[config.mk]
export PLATFORM = sky130hd
export DESIGN_NAME = imu_fifo_frame_content_config
export DESIGN_NICKNAME = d
export VERILOG_FILES = /design/src/core/imu_fifo_frame_content_config.v /design/src/core/frame_queue.v
export VERILOG_INCLUDE_DIRS = /design/src /design/src/core
export SDC_FILE = /design/constraint.sdc
export NUM_CORES = 1
export LEC_CHECK = 0
export ABC_AREA = 1
export BUFFER_PORTS_ARGS = -buffer_cell sky130_fd_sc_hd__buf_2
export CORE_MARGIN = 2
export CORE_UTILIZATION = 53
export DETAILED_ROUTE_END_ITERATION = 16
export GPL_TIMING_DRIVEN = 0
export PLACE_DENSITY_LB_ADDON = 0.05
export SLEW_MARGIN = 20
export SYNTH_ARGS = -nofsm -noshare
export SYNTH_HDL_FRONTEND = slang
export SYNTH_SLANG_ARGS = --single-unit
[constraint.sdc]
create_clock -name i_clk -period 4 [get_ports i_clk]
set_input_delay 0.2 -clock i_clk [delete_from_list [all_inputs] [get_ports i_clk]]
set_output_delay 0.2 -clock i_clk [all_outputs]
set_load 0.05 [all_outputs]
[src/core/imu_fifo_cfg_regs.vh]
// register offsets, field positions, reset values and frame codes for the queue config block
`ifndef IMU_FIFO_CFG_REGS_VH
`define IMU_FIFO_CFG_REGS_VH

// register offsets on the serial register port
`define OFS_FULLNESS_TIME    8'h48
`define OFS_SOURCE_TAG       8'h49

// reset values
`define RST_FULLNESS_TIME    8'h02
`define RST_SOURCE_TAG       8'h10

// fields of queue_fullness_time_config
`define BIT_HALT_ON_FULL     0
`define BIT_TIME_APPEND      1

// fields of queue_source_tag_config
`define LSB_TAG_LINE_ONE     0
`define MSB_TAG_LINE_ONE     1
`define LSB_TAG_LINE_TWO     2
`define MSB_TAG_LINE_TWO     3
`define BIT_HEADER_STORE     4
`define BIT_AUX_STORE        5
`define BIT_ACC_STORE        6
`define BIT_GYR_STORE        7

// tag source selector codes
`define TAG_SEL_EDGE         2'h0
`define TAG_SEL_LEVEL        2'h1
`define TAG_SEL_ACC_SAT      2'h2
`define TAG_SEL_GYR_SAT      2'h3

// frame kind codes carried in the header field
`define KIND_ACC             2'h0
`define KIND_GYR             2'h1
`define KIND_AUX             2'h2
`define KIND_TIME            2'h3

// register read value for unmapped offsets
`define RD_UNMAPPED          8'h00

`endif

[src/core/imu_fifo_frame_content_config.v]
// queue frame content configuration: registers, frame builder, tagging and readout
`timescale 1ns/1ps
`include "imu_fifo_cfg_regs.vh"
module imu_fifo_frame_content_config #(
    parameter DW    = 48,
    parameter TW    = 24,
    parameter DEPTH = 8,
    parameter AW    = 3
) (
    input  wire            i_clk,
    input  wire            i_reset_n,
    input  wire            i_ce,
    input  wire [7:0]      i_reg_addr,
    input  wire [7:0]      i_reg_wdata,
    input  wire            i_reg_wr,
    input  wire            i_reg_rd,
    output reg  [7:0]      o_reg_rdata,
    output reg             o_reg_rvalid,
    input  wire            i_int_line_one,
    input  wire            i_int_line_two,
    input  wire            i_acc_sat,
    input  wire            i_gyr_sat,
    input  wire            i_acc_valid,
    input  wire [DW-1:0]   i_acc_data,
    input  wire            i_gyr_valid,
    input  wire [DW-1:0]   i_gyr_data,
    input  wire            i_aux_valid,
    input  wire [DW-1:0]   i_aux_data,
    input  wire [TW-1:0]   i_sensor_time,
    output reg             o_frame_valid,
    output reg  [DW+4:0]   o_frame_data,
    input  wire            i_frame_ready
);
    localparam FW = DW + 5;
    localparam [7:0] RST_CFG0 = `RST_FULLNESS_TIME; // reset image of the first register
    localparam [7:0] RST_CFG1 = `RST_SOURCE_TAG;    // reset image of the second register

    // configuration registers
    reg        halt_on_full_q;
    reg        time_append_q;
    reg [1:0]  tag_source_line_one_select;
    reg [1:0]  tag_source_line_two_select;
    reg        header_store_q;
    reg        aux_store_q;
    reg        acc_store_q;
    reg        gyr_store_q;

    // pin synchronisers and edge memory
    reg        line_one_meta_q;
    reg        line_one_sync_q;
    reg        line_one_prev_q;
    reg        line_two_meta_q;
    reg        line_two_sync_q;
    reg        line_two_prev_q;
    reg        edge_one_q;
    reg        edge_two_q;

    // pending samples waiting for the queue
    reg          acc_pend_q;
    reg          gyr_pend_q;
    reg          aux_pend_q;
    reg [DW-1:0] acc_hold_q;
    reg [DW-1:0] gyr_hold_q;
    reg [DW-1:0] aux_hold_q;

    // readout side
    reg          time_owed_q;

    wire          q_in_ready;
    wire          q_out_valid;
    wire [FW-1:0] q_out_data;
    reg  [FW-1:0] push_word;
    reg  [1:0]    push_kind;
    reg  [DW-1:0] push_payload;
    reg           tag_one;
    reg           tag_two;

    wire push_valid = acc_pend_q || gyr_pend_q || aux_pend_q;
    wire push_fire  = push_valid && q_in_ready;
    wire out_free   = !o_frame_valid || i_frame_ready;
    wire q_pop      = out_free && q_out_valid;
    wire time_load  = out_free && !q_out_valid && time_owed_q && time_append_q;

    // register writes
    always @(posedge i_clk or negedge i_reset_n)
    begin
        if (!i_reset_n)
        begin
            halt_on_full_q             <= RST_CFG0[`BIT_HALT_ON_FULL];
            time_append_q              <= RST_CFG0[`BIT_TIME_APPEND];
            tag_source_line_one_select <= RST_CFG1[`MSB_TAG_LINE_ONE:`LSB_TAG_LINE_ONE];
            tag_source_line_two_select <= RST_CFG1[`MSB_TAG_LINE_TWO:`LSB_TAG_LINE_TWO];
            header_store_q             <= RST_CFG1[`BIT_HEADER_STORE];
            aux_store_q                <= RST_CFG1[`BIT_AUX_STORE];
            acc_store_q                <= RST_CFG1[`BIT_ACC_STORE];
            gyr_store_q                <= RST_CFG1[`BIT_GYR_STORE];
        end
        else if (i_ce && i_reg_wr)
        begin
            if (i_reg_addr == `OFS_FULLNESS_TIME)
            begin
                halt_on_full_q <= i_reg_wdata[`BIT_HALT_ON_FULL];
                time_append_q  <= i_reg_wdata[`BIT_TIME_APPEND];
            end
            if (i_reg_addr == `OFS_SOURCE_TAG)
            begin
                tag_source_line_one_select <= i_reg_wdata[`MSB_TAG_LINE_ONE:`LSB_TAG_LINE_ONE];
                tag_source_line_two_select <= i_reg_wdata[`MSB_TAG_LINE_TWO:`LSB_TAG_LINE_TWO];
                header_store_q <= i_reg_wdata[`BIT_HEADER_STORE];
                aux_store_q    <= i_reg_wdata[`BIT_AUX_STORE];
                acc_store_q    <= i_reg_wdata[`BIT_ACC_STORE];
                gyr_store_q    <= i_reg_wdata[`BIT_GYR_STORE];
            end
        end
    end

    // register reads, one cycle after the strobe; reserved bits read zero
    always @(posedge i_clk or negedge i_reset_n)
    begin
        if (!i_reset_n)
        begin
            o_reg_rdata  <= 8'h00;
            o_reg_rvalid <= 1'b0;
        end
        else if (i_ce)
        begin
            o_reg_rvalid <= i_reg_rd;
            if (i_reg_rd)
            begin
                case (i_reg_addr)
                    `OFS_FULLNESS_TIME: o_reg_rdata <= {6'h00, time_append_q, halt_on_full_q};
                    `OFS_SOURCE_TAG:    o_reg_rdata <= {gyr_store_q, acc_store_q, aux_store_q,
                                                        header_store_q,
                                                        tag_source_line_two_select,
                                                        tag_source_line_one_select};
                    default:            o_reg_rdata <= `RD_UNMAPPED;
                endcase
            end
        end
    end

    // interrupt lines come from pins: two flops, then a third for edge detection
    always @(posedge i_clk or negedge i_reset_n)
    begin
        if (!i_reset_n)
        begin
            line_one_meta_q <= 1'b0;
            line_one_sync_q <= 1'b0;
            line_one_prev_q <= 1'b0;
            line_two_meta_q <= 1'b0;
            line_two_sync_q <= 1'b0;
            line_two_prev_q <= 1'b0;
        end
        else if (i_ce)
        begin
            line_one_meta_q <= i_int_line_one;
            line_one_sync_q <= line_one_meta_q;
            line_one_prev_q <= line_one_sync_q;
            line_two_meta_q <= i_int_line_two;
            line_two_sync_q <= line_two_meta_q;
            line_two_prev_q <= line_two_sync_q;
        end
    end

    // sticky rising-edge memory, cleared by the frame that carries it; a new edge wins
    always @(posedge i_clk or negedge i_reset_n)
    begin
        if (!i_reset_n)
        begin
            edge_one_q <= 1'b0;
            edge_two_q <= 1'b0;
        end
        else if (i_ce)
        begin
            if (line_one_sync_q && !line_one_prev_q)
                edge_one_q <= 1'b1;
            else if (push_fire)
                edge_one_q <= 1'b0;
            if (line_two_sync_q && !line_two_prev_q)
                edge_two_q <= 1'b1;
            else if (push_fire)
                edge_two_q <= 1'b0;
        end
    end

    // tag bit chosen by each selector
    always @*
    begin
        case (tag_source_line_one_select)
            `TAG_SEL_EDGE:    tag_one = edge_one_q;
            `TAG_SEL_LEVEL:   tag_one = line_one_sync_q;
            `TAG_SEL_ACC_SAT: tag_one = i_acc_sat;
            `TAG_SEL_GYR_SAT: tag_one = i_gyr_sat;
            default:          tag_one = 1'b0;
        endcase
        case (tag_source_line_two_select)
            `TAG_SEL_EDGE:    tag_two = edge_two_q;
            `TAG_SEL_LEVEL:   tag_two = line_two_sync_q;
            `TAG_SEL_ACC_SAT: tag_two = i_acc_sat;
            `TAG_SEL_GYR_SAT: tag_two = i_gyr_sat;
            default:          tag_two = 1'b0;
        endcase
    end

    // sample capture; a sample is only taken for an enabled source
    always @(posedge i_clk or negedge i_reset_n)
    begin
        if (!i_reset_n)
        begin
            acc_pend_q <= 1'b0;
            gyr_pend_q <= 1'b0;
            aux_pend_q <= 1'b0;
            acc_hold_q <= {DW{1'b0}};
            gyr_hold_q <= {DW{1'b0}};
            aux_hold_q <= {DW{1'b0}};
        end
        else if (i_ce)
        begin
            if (i_aux_valid && aux_store_q)
            begin
                aux_pend_q <= 1'b1;
                aux_hold_q <= i_aux_data;
            end
            else if (!aux_store_q || (push_fire && push_kind == `KIND_AUX))
                aux_pend_q <= 1'b0;
            if (i_gyr_valid && gyr_store_q)
            begin
                gyr_pend_q <= 1'b1;
                gyr_hold_q <= i_gyr_data;
            end
            else if (!gyr_store_q || (push_fire && push_kind == `KIND_GYR))
                gyr_pend_q <= 1'b0;
            if (i_acc_valid && acc_store_q)
            begin
                acc_pend_q <= 1'b1;
                acc_hold_q <= i_acc_data;
            end
            else if (!acc_store_q || (push_fire && push_kind == `KIND_ACC))
                acc_pend_q <= 1'b0;
        end
    end

    // frame assembly: gyroscope, then accelerometer, then auxiliary
    always @*
    begin
        push_kind    = `KIND_AUX;
        push_payload = aux_hold_q;
        if (gyr_pend_q)
        begin
            push_kind    = `KIND_GYR;
            push_payload = gyr_hold_q;
        end
        else if (acc_pend_q)
        begin
            push_kind    = `KIND_ACC;
            push_payload = acc_hold_q;
        end
        if (header_store_q)
            push_word = {1'b1, push_kind, tag_two, tag_one, push_payload};
        else
            push_word = {5'h00, push_payload};
    end

    // queue: a full queue stalls the writer when halting, else drops the oldest
    frame_queue #(
        .WIDTH (FW),
        .DEPTH (DEPTH),
        .AW    (AW)
    ) u_queue (
        .i_clk       (i_clk),
        .i_reset_n   (i_reset_n),
        .i_ce        (i_ce),
        .i_in_valid  (push_valid),
        .o_in_ready  (q_in_ready),
        .i_in_data   (push_word),
        .i_overwrite (!halt_on_full_q),
        .o_out_valid (q_out_valid),
        .i_out_ready (q_pop),
        .o_out_data  (q_out_data),
        .o_count     ()
    );

    // readout stage; a time frame follows the last data frame when enabled
    always @(posedge i_clk or negedge i_reset_n)
    begin
        if (!i_reset_n)
        begin
            o_frame_valid <= 1'b0;
            o_frame_data  <= {FW{1'b0}};
            time_owed_q   <= 1'b0;
        end
        else if (i_ce)
        begin
            if (q_pop)
            begin
                o_frame_valid <= 1'b1;
                o_frame_data  <= q_out_data;
                time_owed_q   <= 1'b1;
            end
            else if (time_load)
            begin
                o_frame_valid <= 1'b1;
                o_frame_data  <= {1'b1, `KIND_TIME, 2'h0,
                                  {(DW-TW){1'b0}}, i_sensor_time};
                time_owed_q   <= 1'b0;
            end
            else
            begin
                if (out_free)
                    o_frame_valid <= 1'b0;
                if (!time_append_q)
                    time_owed_q <= 1'b0;
            end
        end
    end
endmodule // imu_fifo_frame_content_config

[src/core/frame_queue.v]
// frame queue with valid/ready on both sides and optional drop-oldest on full
`timescale 1ns/1ps
module frame_queue #(
    parameter WIDTH = 53,
    parameter DEPTH = 8,
    parameter AW    = 3
) (
    input  wire             i_clk,
    input  wire             i_reset_n,
    input  wire             i_ce,
    input  wire             i_in_valid,
    output wire             o_in_ready,
    input  wire [WIDTH-1:0] i_in_data,
    input  wire             i_overwrite,
    output wire             o_out_valid,
    input  wire             i_out_ready,
    output wire [WIDTH-1:0] o_out_data,
    output wire [AW:0]      o_count
);
    localparam [AW:0] DEPTH_C = DEPTH;

    reg [WIDTH-1:0] mem [0:DEPTH-1];
    reg [AW-1:0]    wr_q;
    reg [AW-1:0]    rd_q;
    reg [AW:0]      cnt_q;

    wire full  = (cnt_q == DEPTH_C);
    wire empty = (cnt_q == {(AW+1){1'b0}});
    wire pop   = i_out_ready && !empty;
    wire push  = i_in_valid && (!full || pop || i_overwrite);
    wire evict = push && full && !pop; // oldest word gives way to the new one

    assign o_in_ready  = !full || pop || i_overwrite;
    assign o_out_valid = !empty;
    assign o_out_data  = mem[rd_q];
    assign o_count     = cnt_q;

    // storage array, no reset needed
    always @(posedge i_clk)
    begin
        if (i_ce && push)
            mem[wr_q] <= i_in_data;
    end

    // pointers and fill count
    always @(posedge i_clk or negedge i_reset_n)
    begin
        if (!i_reset_n)
        begin
            wr_q  <= {AW{1'b0}};
            rd_q  <= {AW{1'b0}};
            cnt_q <= {(AW+1){1'b0}};
        end
        else if (i_ce)
        begin
            if (push)
                wr_q <= (wr_q == DEPTH_C[AW-1:0] - 1'b1) ? {AW{1'b0}} : wr_q + 1'b1;
            if (pop || evict)
                rd_q <= (rd_q == DEPTH_C[AW-1:0] - 1'b1) ? {AW{1'b0}} : rd_q + 1'b1;
            if (push && !pop && !evict)
                cnt_q <= cnt_q + 1'b1;
            else if (pop && !push)
                cnt_q <= cnt_q - 1'b1;
        end
    end
endmodule // frame_queue

==> results of run 1 <==
## cell usage after synthesis (all sizes together) (27+ instances only)
cell type / number / area, um^2
edfxtp: 424 / 12700
nor2: 276 / 1050
clkbuf: 63 / 241
mux2: 144 / 1620
nand2: 235 / 882
nand3: 143 / 721
o22ai: 29 / 181
o21ai: 240 / 1200
dfrtp: 237 / 5930
o211ai: 76 / 571
buf: 74 / 458
o221ai: 27 / 236
a21oi: 44 / 220
inv: 55 / 206
## how the worst min path moves through the flow
stage                    from                      endpoint  slack, ns  cells past startpoint
5_1_grt         i_reg_addr[0]    o_reg_rdata[0]$_DFFE_PN0P_       0.11                      6
4_1_cts         i_reg_addr[2]    o_reg_rdata[0]$_DFFE_PN0P_       0.03                      6
3_3_place_gp   i_int_line_two   line_two_meta_q$_DFFE_PN0P_       0.41                      3
3_5_place_dp        i_reset_n  o_frame_data[44]$_DFFE_PN0P_       0.15                      1
6_report             i_reg_wr     time_append_q$_DFFE_PN1P_       0.06                      4
2_1_floorplan       i_reset_n     acc_hold_q[0]$_DFFE_PN0P_       -0.1                      0
## cell type report
type                    count  area (um^2)
plain buffers             137          699
flip-flops and latches    663        18700
repair buffers            461         3640
diodes                      8         20.0
clock buffers             101         2000
clock inverters            23          264
inverters                  55          206
fillers                  3686        16400
multi-input cells        1265         7170
well taps                 672          841
## worst max-delay path, cell delays in order (launching register included)
cell and delay (ns):
dfrtp_1 0.39, nand2_1 0.17, nand2_1 0.13, nand3_1 0.15, nand3_1 0.20, inv_1 0.23, nand2_1 0.28, nor2_4 0.50
buf_16 0.22, buf_16 0.17, buf_16 0.18
## flip-flops by register name (all words and copies together), names as in the netlist, 2 cells and up
signal	flops
gyr_hold_q	48
aux_hold_q	48
o_frame_data	53
u_queue.mem	424
tag_source_line_one_select	2
u_queue.o_count	4
u_queue.rd_q	3
o_reg_rdata	8
u_queue.wr_q	3
tag_source_line_two_select	2
acc_hold_q	48
## routing by layer
metal | GRT usage | vias up
met1 | 0.401 | 9387
met5 | 0 | -
met3 | 0.0649 | 150
met2 | 0.472 | 835
li1 | - | 8727
met4 | 0.104 | 2
## power by group through the flow
stage	clock network (mW)	registers [mW]	logic, mW
5_1_grt	6.80	9.31	8.25
6_report	6.43	9.21	7.62
3_3_place_gp	0	9.38	7.05
2_1_floorplan	0	10.2	3.77
3_5_place_dp	0	9.33	7.42
4_1_cts	6.51	9.20	7.59
## metrics by stage
stage / worst slack (ns) / hold WS (ns)
2_1_floorplan: 0.000334 / -0.0956
3_3_place_gp: -2.30 / 0.411
3_5_place_dp: 1.03 / 0.146
4_1_cts: 1.01 / 0.0251
5_1_grt: 0.849 / 0.112
6_report: 1.04 / 0.0593
## logic make-up (layout without fill, tap and decap cells)
family | after synthesis | after routing | synth area share
adders and majority gates | 7 | 7 | 0.00356
muxes | 144 | 144 | 0.0607
AOI/OAI and AO/OA | 441 | 441 | 0.0980
xor gates and xnor gates | 3 | 3 | 0.000983
and+or+nand+nor | 670 | 670 | 0.103
buffers and inverters | 192 | 777 | 0.0339
DFF | 663 | 663 | 0.700
other | 0 | 8 | 0
## timing repair
action	4_1_cts	5_1_grt
hold endpoints to repair	237	0
hold buffers	181	0
setup buffers	0	0
==> impl_metrics.env, run 1 <==
export IMPL_status="completed"
export IMPL_first_pass_iters=5
export IMPL_pwr_share_clk=0.276
export IMPL_cts_tree="built"
export IMPL_combPwrFrac=0.328
export IMPL_critPathLaunch="o_frame_valid$_DFFE_PN0P_"
export IMPL_final_util=0.672
export IMPL_setup_worst_path_class="register to register"
export IMPL_drive_gt1_frac=0.229
export IMPL_slew_headroom=0.364
export IMPL_synthArstFlopShare=0.360
export IMPL_power_switching_mw=8.39
export IMPL_drcViolationCount=0
export IMPL_final_common_cell="edfxtp_1"
export IMPL_clock_skew_final_ns=0.0182
export IMPL_fin_nets=2856
export IMPL_avgViaCountPerCell=5.64
export IMPL_ys_types=41
export IMPL_die_height_um=229
export IMPL_critPathLaunchType="register"
export IMPL_drtAntennaViolNets=0
export IMPL_rrSetupSlack_ns=1.04
export IMPL_grt_max_degree=96
export IMPL_finalCritPeriodShare=0.739
export IMPL_max_freq_mhz=338
export IMPL_instances_no_fill=3385
export IMPL_syn_area_um2=26700
export IMPL_overflow=0
export IMPL_track_usage=0.295
export IMPL_portBuffers=259
export IMPL_via_count=19100
export IMPL_crit_required_ns=4.30
export IMPL_syn2layout_area_growth_pct=25.5
export IMPL_cts_inserted_buffers=69
export IMPL_dp_cells=3072
export IMPL_grt_pass1_wl_um=116000
export IMPL_finalSetupViolCount=0
export IMPL_cts_max_level=3
export IMPL_synth_net_count=2324
export IMPL_wl_met1_um=31700
export IMPL_rsz0062_at_grt="no"
export IMPL_reg2reg_to="u_queue.mem[0][16]$_DFFE_PP_"
export IMPL_p_sw_frac=0.361
export IMPL_crit_end="u_queue.mem[0][16]$_DFFE_PP_"
export IMPL_hold_class="primary input to register"
export IMPL_met2_length_um=35700
export IMPL_avgSynthCellArea_um2=12.6
export IMPL_rows=82
export IMPL_stdcell_area_um2=33600
export IMPL_p_per_area_nw_per_um2=693
export IMPL_route_met3_wl_um=6730
export IMPL_finalPower_mw=23.3
export IMPL_crit_path_max_fanout=16
export IMPL_worst_slew_pin_slew_ns=0.954
export IMPL_p_seq_frac=0.396
export IMPL_synth_seq_area_share=0.700
export IMPL_antenna_found_initial=10
export IMPL_rr_worst_depth=10
export IMPL_worstSkewPairLatency_ns=0.60
export IMPL_finalWirelength_um=76300
export IMPL_cp_arrival_ns=3.26
export IMPL_dieArea_um2=52300
export IMPL_setup_tns_ns=0
export IMPL_r2r_start="o_frame_valid$_DFFE_PN0P_"
export IMPL_die_x_um=229
export IMPL_yosysWarnings=0
export IMPL_yosys_most_used_dff="edfxtp_1"
export IMPL_cts_resized=0
export IMPL_first_iter_violations=1580
export IMPL_final_cell_mix="424 x edfxtp_1, 303 x buf_2, 266 x nor2_1, 237 x dfrtp_1, 235 x nand2_1"
export IMPL_drv_slew=0
export IMPL_endpoint_kind="register"
export IMPL_core_um2=50000
export IMPL_max_cap_violations=0
export IMPL_ir_drop_mv=0.392
export IMPL_intPower_mw=14.9
export IMPL_num_io_pins=260
export IMPL_p_leak_nw=13.3
export IMPL_first_global_vias=19500
export IMPL_post_drt_wl_per_cell_um=22.5
export IMPL_globalplace_congestion=0.833
export IMPL_finalHoldViolations=0
export IMPL_highest_layer="met5"
export IMPL_place_hpwl_um=50800
export IMPL_cts_root_buf="clkbuf_16"
export IMPL_ys_ff_latch=663
export IMPL_clockBufferDepth=3
export IMPL_place_area_um2=29500
export IMPL_clkSinkCount=663
export IMPL_path_clk_slew_ns=0.06
export IMPL_min_period_ns=2.96
export IMPL_synth_edf_count=424
export IMPL_start_util=0.535
export IMPL_syn_inst=2120
Power figures use the tool's default switching activity.
==> run 2, diff against run 1 <==
--- a/config.mk
+++ b/config.mk
@@ -9,7 +9,7 @@
 export ABC_AREA = 1
 export BUFFER_PORTS_ARGS = -buffer_cell sky130_fd_sc_hd__buf_2
 export CORE_MARGIN = 2
-export CORE_UTILIZATION = 53
+export CORE_UTILIZATION = 55
 export DETAILED_ROUTE_END_ITERATION = 16
 export GPL_TIMING_DRIVEN = 0
 export PLACE_DENSITY_LB_ADDON = 0.05
==> constraint.sdc (replaced) <==
create_clock -name i_clk -period 2.89 [get_ports i_clk]
set_input_delay 0.1445 -clock i_clk [delete_from_list [all_inputs] [get_ports i_clk]]
set_output_delay 0.1445 -clock i_clk [all_outputs]
set_load 0.05 [all_outputs]
==> impl_metrics.env, run 2 (synthesis gave the netlist of run 1 again) <==
export IMPL_clkSinkCount=663
export IMPL_crit_path_cell_trace="nor2_2, nand2_1, nand2_1, nand3_1, nand3_1, nor2_1, inv_1, nor2_4, buf_12"
export IMPL_finalCritPeriodShare=0.931
export IMPL_clockBufferDepth=3
export IMPL_first_iter_violations=1685
export IMPL_first_global_vias=19300
export IMPL_top_register="u_queue.mem"
export IMPL_die_height_um=224
export IMPL_max_stage_delay_ns=0.61
export IMPL_met2_length_um=36300
export IMPL_overflow=0
export IMPL_fin_nets=2868
export IMPL_portBuffers=259
export IMPL_crit_required_ns=3.19
export IMPL_num_io_pins=260
export IMPL_worst_slew_pin_slew_ns=0.989
export IMPL_p_per_area_nw_per_um2=960
export IMPL_largest_reg_flops=424
export IMPL_reg_top3="u_queue.mem (424), o_frame_data (53)"
export IMPL_cp_arrival_ns=2.99
export IMPL_final_cell_mix="424 x edfxtp_1, 303 x buf_2, 266 x nor2_1, 237 x dfrtp_1, 235 x nand2_1"
export IMPL_clock_skew_final_ns=0.0254
export IMPL_post_drt_wl_per_cell_um=23.1
export IMPL_drtAntennaViolNets=0
export IMPL_path_clk_slew_ns=0.06
export IMPL_ir_drop_mv=0.538
export IMPL_cts_max_level=3
export IMPL_dp_cells=3014
export IMPL_stdcell_area_um2=33600
export IMPL_avgViaCountPerCell=5.78
export IMPL_finalHoldViolations=0
export IMPL_drcViolationCount=0
export IMPL_worstSkewPairLatency_ns=0.61
export IMPL_die_x_um=224
export IMPL_min_period_ns=2.69
export IMPL_place_area_um2=29400
export IMPL_core_um2=47800
export IMPL_cp_slowest_cell="nor2_4"
export IMPL_cts_tree="built"
export IMPL_setup_ws_ns=0.199
export IMPL_start_util=0.559
export IMPL_first_pass_iters=8
export IMPL_route_met3_wl_um=7660
export IMPL_slew_headroom=0.341
export IMPL_whs_ns=0.0415
export IMPL_final_common_cell="edfxtp_1"
export IMPL_finalSetupViolCount=0
export IMPL_via_count=19300
export IMPL_critPathLaunchType="register"
export IMPL_place_ws_ns=-0.0117
export IMPL_drive_gt1_frac=0.230
export IMPL_globalplace_congestion=0.834
export IMPL_max_freq_mhz=372
export IMPL_cts_root_buf="clkbuf_16"
export IMPL_setup_worst_path_class="register to register"
export IMPL_dieArea_um2=50400
export IMPL_drv_slew=0
export IMPL_finalWirelength_um=76900
export IMPL_nFillCells=3325
export IMPL_grt_max_degree=95
export IMPL_status="completed"
export IMPL_crit_path_max_fanout=19
export IMPL_track_usage=0.308
export IMPL_highest_layer="met5"
export IMPL_wl_met1_um=31000
export IMPL_rsz0062_at_grt="no"
export IMPL_cts_inserted_buffers=69
export IMPL_max_cap_violations=0
export IMPL_antenna_found_initial=4
export IMPL_place_hpwl_um=50200
export IMPL_p_leak_nw=13.4
export IMPL_instances_no_fill=3336
export IMPL_grt_pass1_wl_um=114000
export IMPL_endpoint_kind="register"
export IMPL_setup_tns_ns=0
export IMPL_hold_class="primary input to register"
export IMPL_syn2layout_area_growth_pct=25.6
export IMPL_rows=80
## run 2: cell count changes in the layout (fill, tap and decap cells not counted), moves of 3 or more
cell	delta
buf_12	+4
buf_4	+5
clkbuf_8	-3
diode_2	-4
dlygate4sd3_1	+6
## run 2: layout make-up
class	count	area, um^2	area share
Antenna cell	4	10.0	0.000298
Tap cell	615	769	0.0229
Multi-Input combinational cell	1265	7170	0.214
Timing Repair Buffer	473	3750	0.112
Inverter	55	206	0.00615
Clock inverter	26	251	0.00749
Sequential cell	663	18700	0.557
Clock buffer	98	2000	0.0596
Buffer	137	699	0.0208
## run 2: timing repair
item | CTS | global route
endpoints found under the setup margin | 34 | 93
pin swaps | 2 | 3
hold buffers | 187 | 0
hold endpoints to repair | 300 | 0
resized for setup | 0 | 0
buffers inserted | 2 | 5
## run 2: path summary, 6_finish.rpt
kind,start,end,slack (ns),depth (start not counted)
worst max register to register,u_queue.o_count[0]$_DFFE_PN0P_,u_queue.mem[3][11]$_DFFE_PP_,0.20,9
min in group asynchronous,i_reset_n,o_frame_data[49]$_DFFE_PN0P_,0.06,2
worst max-delay path,u_queue.o_count[0]$_DFFE_PN0P_,u_queue.mem[3][11]$_DFFE_PP_,0.20,9
worst min-delay path,i_reg_rd,o_reg_rdata[7]$_DFFE_PN0P_,0.04,4
max in group asynchronous,i_reset_n,gyr_hold_q[20]$_DFFE_PN0P_,1.53,4
worst min register to register,o_frame_data[26]$_DFFE_PN0P_,o_frame_data[26]$_DFFE_PN0P_,0.47,2
## run 2: critical path: cells and delay by family (launching register included)
family | cells | cell delay (ns)
buf+inv | 2 | 0.48
flops | 1 | 0.45
simple gates | 7 | 1.42
## run 2: where the power goes
| part | leakage, nW | switching (mW) | total [mW] | internal, mW |
|---|---|---|---|---|
| Clock | 1.11 | 3.63 | 8.89 | 5.26 |
| Combinational | 5.50 | 7.50 | 10.6 | 3.11 |
| Sequential | 6.77 | 0.599 | 12.7 | 12.1 |
| Total | 13.4 | 11.7 | 32.2 | 20.5 |
## run 2: metal layers
layer / track usage / up-vias
li1: - / 8732
met1: 0.416 / 9511
met2: 0.494 / 914
met3: 0.0725 / 124
met4: 0.104 / 2
met5: 0.0127 / -
## run 2: metrics by stage
stage	utilization	power (mW)
after floorplan	-	19.3
after global placement	0.603	22.7
after detailed placement	0.614	23.2
after CTS	0.700	32.2
after global routing	0.702	33.7
final	0.702	32.2
